File: src/hw/sad_map.svh
`ifndef SAD_MAP_SVH
`define SAD_MAP_SVH
`define SAD_CODE_LO       32'h0000_0000
`define SAD_CODE_HI       32'h1fff_ffff
`define SAD_DATA_LO       32'h2000_0000
`define SAD_DATA_HI       32'h3fff_ffff
`define SAD_PERI_LO       32'h4000_0000
`define SAD_PERI_HI       32'h5fff_ffff
`define SAD_XRAM_LO       32'h6000_0000
`define SAD_XRAM_HI       32'h9fff_ffff
`define SAD_XDEV_LO       32'ha000_0000
`define SAD_XDEV_HI       32'hdfff_ffff
`define SAD_PPB_LO        32'he000_0000
`define SAD_PPB_HI        32'he00f_ffff
`define SAD_SYS_LO        32'he010_a000
`define SAD_SYS_HI        32'hffff_ffff
`define SAD_ROM_LO        32'h0000_0000
`define SAD_ROM_HI        32'h0000_ffff
`define SAD_SRAM_LO       32'h0800_0000
`define SAD_SRAM_HI       32'h0801_ffff
`define SAD_FLASH_LO      32'h1000_0000
`define SAD_FLASH_HI      32'h1003_ffff
`define SAD_SUPV_FLASH_LO 32'h1600_0000
`define SAD_SUPV_FLASH_HI 32'h1600_7fff
`define SAD_RESET_TGT     4'h0
`endif

File: src/hw/sad_pkg.sv
package sad_pkg;
    // target codes; none means the access is answered with a bus error
    typedef enum logic [3:0] {
        SAD_TGT_NONE       = 4'h0,
        SAD_TGT_ROM        = 4'h1,
        SAD_TGT_SRAM       = 4'h2,
        SAD_TGT_FLASH      = 4'h3,
        SAD_TGT_SUPV_FLASH = 4'h4,
        SAD_TGT_PERI       = 4'h5,
        SAD_TGT_SERIAL_MEM = 4'h6,
        SAD_TGT_PPB        = 4'h7,
        SAD_TGT_SYS        = 4'h8
    } sad_tgt_e;

    typedef struct packed {
        logic        valid;
        logic        fetch;
        logic        write;
        logic [31:0] addr;
    } sad_req_s;

    typedef struct packed {
        logic        valid;
        sad_tgt_e    tgt;
        logic        err;
        logic        write;
        logic [31:0] addr;
    } sad_sel_s;
endpackage : sad_pkg

File: src/hw/sad_decode.sv
`timescale 1ns/1ns
`include "sad_map.svh"
// one registered decode lane; both cores use identical copies
module sad_decode (
    input  wire logic              sys_clk_i,
    input  wire logic              reset_i,
    input  wire sad_pkg::sad_req_s req_i,
    output sad_pkg::sad_sel_s      sel_o
);
    import sad_pkg::*;

    typedef struct packed {
        sad_sel_s sel;
    } sad_dec_state_s;

    sad_dec_state_s state_q;
    sad_dec_state_s state_d;

    function automatic logic in_rng(input logic [31:0] a, input logic [31:0] lo,
                                    input logic [31:0] hi);
        in_rng = (a >= lo) && (a <= hi);
    endfunction : in_rng

    // full 32-bit compare, one answer per request, no wait state
    always_comb begin
        sad_tgt_e tgt;
        logic     fetch_ok;
        tgt      = SAD_TGT_NONE;
        fetch_ok = 1'b0;
        if (in_rng(req_i.addr, `SAD_CODE_LO, `SAD_CODE_HI)) begin
            fetch_ok = 1'b1;
            if (in_rng(req_i.addr, `SAD_ROM_LO, `SAD_ROM_HI)) begin
                tgt = SAD_TGT_ROM;
            end else if (in_rng(req_i.addr, `SAD_SRAM_LO, `SAD_SRAM_HI)) begin
                tgt = SAD_TGT_SRAM;
            end else if (in_rng(req_i.addr, `SAD_FLASH_LO, `SAD_FLASH_HI)) begin
                tgt = SAD_TGT_FLASH;
            end else if (in_rng(req_i.addr, `SAD_SUPV_FLASH_LO, `SAD_SUPV_FLASH_HI)) begin
                tgt = SAD_TGT_SUPV_FLASH;
            end
        end else if (in_rng(req_i.addr, `SAD_DATA_LO, `SAD_DATA_HI)) begin
            tgt = SAD_TGT_NONE;
        end else if (in_rng(req_i.addr, `SAD_PERI_LO, `SAD_PERI_HI)) begin
            tgt = SAD_TGT_PERI; // plain window, no bit-band remap
        end else if (in_rng(req_i.addr, `SAD_XRAM_LO, `SAD_XRAM_HI)) begin
            tgt      = SAD_TGT_SERIAL_MEM;
            fetch_ok = 1'b1;
        end else if (in_rng(req_i.addr, `SAD_XDEV_LO, `SAD_XDEV_HI)) begin
            tgt = SAD_TGT_NONE;
        end else if (in_rng(req_i.addr, `SAD_PPB_LO, `SAD_PPB_HI)) begin
            tgt = SAD_TGT_PPB;
        end else if (in_rng(req_i.addr, `SAD_SYS_LO, `SAD_SYS_HI)) begin
            tgt = SAD_TGT_SYS;
        end
        // a refused fetch must never reach a target
        if (req_i.fetch && !fetch_ok) begin
            tgt = SAD_TGT_NONE;
        end
        state_d.sel.valid = req_i.valid;
        state_d.sel.tgt   = req_i.valid ? tgt : sad_tgt_e'(`SAD_RESET_TGT);
        state_d.sel.err   = req_i.valid && (tgt == SAD_TGT_NONE);
        state_d.sel.write = req_i.write;
        state_d.sel.addr  = req_i.addr;
    end

    always_ff @(posedge sys_clk_i) begin
        if (reset_i) begin
            state_q <= '0;
        end else begin
            state_q <= state_d;
        end
    end

    assign sel_o = state_q.sel;
endmodule : sad_decode

File: src/hw/sad_top.sv
`timescale 1ns/1ns
`include "sad_map.svh"
// two identical decode lanes, one per core; a single map serves both
module sad_top (
    input  wire logic              sys_clk_i,
    input  wire logic              reset_i,
    input  wire sad_pkg::sad_req_s primary_core_req_i,
    input  wire sad_pkg::sad_req_s secondary_core_req_i,
    output sad_pkg::sad_sel_s      primary_core_sel_o,
    output sad_pkg::sad_sel_s      secondary_core_sel_o
);
    import sad_pkg::*;

    // same module for both keeps the maps identical by construction
    sad_decode u_primary (
        .sys_clk_i (sys_clk_i),
        .reset_i   (reset_i),
        .req_i     (primary_core_req_i),
        .sel_o     (primary_core_sel_o)
    );

    sad_decode u_secondary (
        .sys_clk_i (sys_clk_i),
        .reset_i   (reset_i),
        .req_i     (secondary_core_req_i),
        .sel_o     (secondary_core_sel_o)
    );
endmodule : sad_top

File: config.mk
export PLATFORM = sky130hd
export DESIGN_NAME = sad_top
export DESIGN_NICKNAME = d
export VERILOG_FILES = /design/src/hw/sad_pkg.sv /design/src/hw/sad_decode.sv /design/src/hw/sad_top.sv
export VERILOG_INCLUDE_DIRS = /design/src /design/src/hw
export SDC_FILE = /design/constraint.sdc
export NUM_CORES = 1
export LEC_CHECK = 0
export ABC_CLOCK_PERIOD_IN_PS = 2100
export BUFFER_PORTS_ARGS = -buffer_cell sky130_fd_sc_hd__buf_2
export CAP_MARGIN = 20
export CORE_MARGIN = 3
export CORE_UTILIZATION = 41
export CTS_BUF_LIST = sky130_fd_sc_hd__clkbuf_4
export DETAILED_ROUTE_END_ITERATION = 12
export GPL_TIMING_DRIVEN = 0
export HOLD_SLACK_MARGIN = 0.08
export PLACE_DENSITY = 0.87
export SLEW_MARGIN = 20
export SYNTH_ARGS = -nofsm -noshare
export SYNTH_HDL_FRONTEND = slang
export SYNTH_SLANG_ARGS = --single-unit
File: constraint.sdc
create_clock -name sys_clk_i -period 2.1 [get_ports sys_clk_i]
set_input_delay 0.105 -clock sys_clk_i [delete_from_list [all_inputs] [get_ports sys_clk_i]]
set_output_delay 0.105 -clock sys_clk_i [all_outputs]
set_load 0.005 [all_outputs]
==> reports/summary.txt <==
synthesized cell area = 2590 µm²
antenna violations before repair = 1
number of nets with antenna violations after detailed routing = 0
crit-path cells = dlygate4sd3_1 > buf_2 > o21ai_0 > a31o_2 > a311o_1 > nor2_1 > dlygate4sd3_1
Initial Utilization = 43.0%
Top cell by count, worst path = sky130_fd_sc_hd__dlygate4sd3_1
endpoint class of the critical path = register
Internal Pwr Total = 0.00216 W
TritonCTS clock tree = built
setup repair bufs after CTS = 0
areal power density over the cells = 667 nW/µm²
library cell occupying the most area in the post-synthesis netlist = sky130_fd_sc_hd__dfxtp_1
sequential share of the synthesized area = 60.3%
transition time at the pin with the least slew margin = 673 ps
number of design-rule violations left by the first detailed-router iteration = 91
global-route wire length before repair = 13.5 mm
total negative setup slack = 0 ps
setup repair after global routing missed its margin = false
overall power after layout = 0.00285 W
maximum buffer depth of the clock tree = 2
Fillers = 447
routed length per instance = 15.3 µm
highest achievable clock rate = 563 MHz
final setup violation count = 0
worst min-delay path class = input port to register
switching portion of total power = 24.1%
final wirelength = 8.47 mm
number of levels in the clock H-tree = 3
largest cells by area after synthesis = sky130_fd_sc_hd__dfxtp_1 (60%), sky130_fd_sc_hd__nor2b_1 (17%), sky130_fd_sc_hd__nor2_1 (2.8%)
Gate power share = 15.2%
num rows = 28
largest stage delay on the critical path = 550 ps
Yosys reg bits = 78
routability-driven placement congestion ratio = 0.890
cell at the slowest stage of the critical path = sky130_fd_sc_hd__dlygate4sd3_1
routed vias = 2701
Req. time, crit path = 2450 ps
I/O pin count = 150
CTS root buf = sky130_fd_sc_hd__clkbuf_4
pin count of the biggest net entering global routing = 13
Fin. Hold Viols = 0
top fanout value on the critical path = 3
kind of cell with the highest combined delay on the critical path = buffers and inverters
maxcap violations = 0
Pins Over Slew Limit = 0
count of unique library cells instantiated by Yosys = 35
met3 wire length = 574 µm
minimum clock period = 1780 ps
Die ar. = 7310 µm²
number of warnings reported in the yosys synthesis log = 0
combined buffer and inverter count along the critical path = 3
Num Clock Sinks = 78
All-Layer GR Usage = 24.0%
die boundary height = 85.5 µm
remaining max-slew budget at the tightest pin = 55.2%
overall die width = 85.5 µm
layout net count = 545
Critical Path Source Type = input port
mean instance size in the synthesized netlist = 10.7 µm²
top layer reached by signal wires = met4
Vias per Instance = 4.88
number of buffers inserted during clock tree synthesis = 9
GR Overflow Total = 0
area of the multi-input gates = 988 µm²
M1 wire length = 3.27 mm
standby leakage power = 1.98 nW
post-synthesis net count = 315
status = finished clean
DRC Markers = 0
net switching power of the design = 0.000687 W
PortBufs = 148
area added between synthesis and finish = 64.7%
share of total power in the clock network = 29.5%
Tcrit/Tclk final = 84.6%
detailed-routed wire length on met2 = 4.38 mm
detailed placement HPWL = 5.26 mm
sequential cell area = 1560 µm²
clock transition at the registers of the reported paths = 110 ps
arrival time worst endpoint = 2120 ps
fraction of layout instances using a drive strength above 1 = 35.4%
top cell type's share of synthesized area = 60.3%
cells after synthesis = 243
drt first pass iters = 4
Seq pwr share = 55.3%
start-to-end type of the worst setup path = input port to register
number of global-route vias before repair = 2790
placeable core area = 6030 µm²
Worst VDD drop = 0.398 mV
cells by family after synthesis:
| kind of cell | Yosys count | share of synthesized area, % |
|---|---|---|
| buffers and inverters | 11 | 1.59 |
| flip-flops | 78 | 60.3 |
| AND/OR/NAND/NOR | 131 | 31.8 |
| AO/OA/AOI/OAI | 22 | 5.89 |
| multiplexers | 1 | 0.435 |
final timing paths:
check	slack, ps	cells after the start	start	to
min	160	3	reset_i	u_secondary.sel_o[34]$_SDFF_PP0_
max	320	7	secondary_core_req_i[15]	u_secondary.sel_o[37]$_SDFF_PP0_
power groups by stage:
stage | clock network [W] | registers, W | logic (W)
6_report | 0.000840 | 0.00157 | 0.000433
5_1_grt | 0.000947 | 0.00158 | 0.000474
4_1_cts | 0.000873 | 0.00157 | 0.000423
3_5_place_dp | 0 | 0.00160 | 0.000320
3_3_place_gp | 0 | 0.00160 | 0.000313
2_1_floorplan | 0 | 0.00162 | 0.000111
metrics by stage:
stage	utilization [%]	worst slack, ps	std cells	hold WS [ps]	cell area (µm²)
after floorplan	-	867	243	233	2590
after global placement	56.9	600	466	311	3430
after detailed placement	56.9	558	466	317	3430
after CTS	70.8	376	553	111	4260
after global routing	70.8	268	554	146	4270
final	70.8	323	554	165	4270
area by class of cell:
cell class / count / share of cell area [%]
diodes: 1 / 0.0587
flip-flops and latches: 78 / 36.6
clock buffers: 10 / 1.76
plain buffers: 8 / 0.704
inverters: 3 / 0.264
well taps: 75 / 2.20
clock inverters: 6 / 1.23
multi-input cells: 154 / 23.2
repair buffers: 219 / 34.0
per-layer routing:
| metal | global-route usage, % | vias to the layer above |
|---|---|---|
| met5 | 0 | - |
| met4 | 12.4 | 0 |
| met3 | 6.24 | 24 |
| met2 | 42.1 | 141 |
| met1 | 26.7 | 1262 |
| li1 | - | 1274 |
sequential cells by signal, summed over array words and instances (netlist names):
signal,count
u_primary.sel_o,39
u_secondary.sel_o,39
cells in the final DEF (no fill, tap or decap), types with 3 or more instances in the layout:
master / instances
sky130_fd_sc_hd__clkbuf_4: 10
sky130_fd_sc_hd__buf_2: 148
sky130_fd_sc_hd__a21oi_1: 4
sky130_fd_sc_hd__nor4_4: 3
sky130_fd_sc_hd__dfxtp_1: 78
sky130_fd_sc_hd__clkinv_1: 4
sky130_fd_sc_hd__nor2_1: 19
sky130_fd_sc_hd__nand2b_1: 4
sky130_fd_sc_hd__o21ai_0: 5
sky130_fd_sc_hd__and2_1: 3
sky130_fd_sc_hd__nor2b_1: 70
sky130_fd_sc_hd__inv_1: 3
sky130_fd_sc_hd__nand3_1: 4
sky130_fd_sc_hd__nor4_1: 4
sky130_fd_sc_hd__nor3b_1: 3
sky130_fd_sc_hd__clkbuf_1: 7
sky130_fd_sc_hd__dlygate4sd3_1: 71
sky130_fd_sc_hd__nor3_1: 3
sky130_fd_sc_hd__nand2_1: 9
repair_timing:
action,4_1_cts,5_1_grt
resized for setup,0,0
hold buffers,71,0
hold endpoints to repair,74,0
synthesized netlist by cell type:
| master | instances |
|---|---|
| sky130_fd_sc_hd__or3b_1 | 1 |
| sky130_fd_sc_hd__nand2b_1 | 4 |
| sky130_fd_sc_hd__dfxtp_1 | 78 |
| sky130_fd_sc_hd__and2_1 | 3 |
| sky130_fd_sc_hd__nand4b_1 | 2 |
| sky130_fd_sc_hd__nor3_4 | 1 |
| sky130_fd_sc_hd__o32ai_1 | 1 |
| sky130_fd_sc_hd__nor4_2 | 1 |
| sky130_fd_sc_hd__nor3b_1 | 3 |
| sky130_fd_sc_hd__nor2b_1 | 70 |
| sky130_fd_sc_hd__a31oi_1 | 1 |
| sky130_fd_sc_hd__buf_1 | 1 |
| sky130_fd_sc_hd__nor4_1 | 4 |
| sky130_fd_sc_hd__and4_1 | 1 |
| sky130_fd_sc_hd__a21oi_1 | 4 |
| sky130_fd_sc_hd__o21ai_0 | 5 |
| sky130_fd_sc_hd__o21bai_1 | 1 |
| sky130_fd_sc_hd__o22ai_1 | 2 |
| sky130_fd_sc_hd__a311o_1 | 1 |
| sky130_fd_sc_hd__inv_1 | 3 |
| sky130_fd_sc_hd__o211ai_1 | 2 |
| sky130_fd_sc_hd__clkbuf_1 | 7 |
| sky130_fd_sc_hd__mux2_2 | 1 |
| sky130_fd_sc_hd__a31o_2 | 1 |
| sky130_fd_sc_hd__nand2_1 | 9 |
| sky130_fd_sc_hd__nand4_1 | 2 |
| sky130_fd_sc_hd__nor2_1 | 19 |
| sky130_fd_sc_hd__nor3_1 | 3 |
| sky130_fd_sc_hd__nand3_1 | 4 |
| sky130_fd_sc_hd__o22ai_2 | 1 |
| sky130_fd_sc_hd__o221ai_1 | 1 |
| sky130_fd_sc_hd__a221o_1 | 1 |
| sky130_fd_sc_hd__a21boi_0 | 1 |
| sky130_fd_sc_hd__nor4b_2 | 1 |
| sky130_fd_sc_hd__nor4_4 | 3 |
Power figures use the tool's default switching activity.
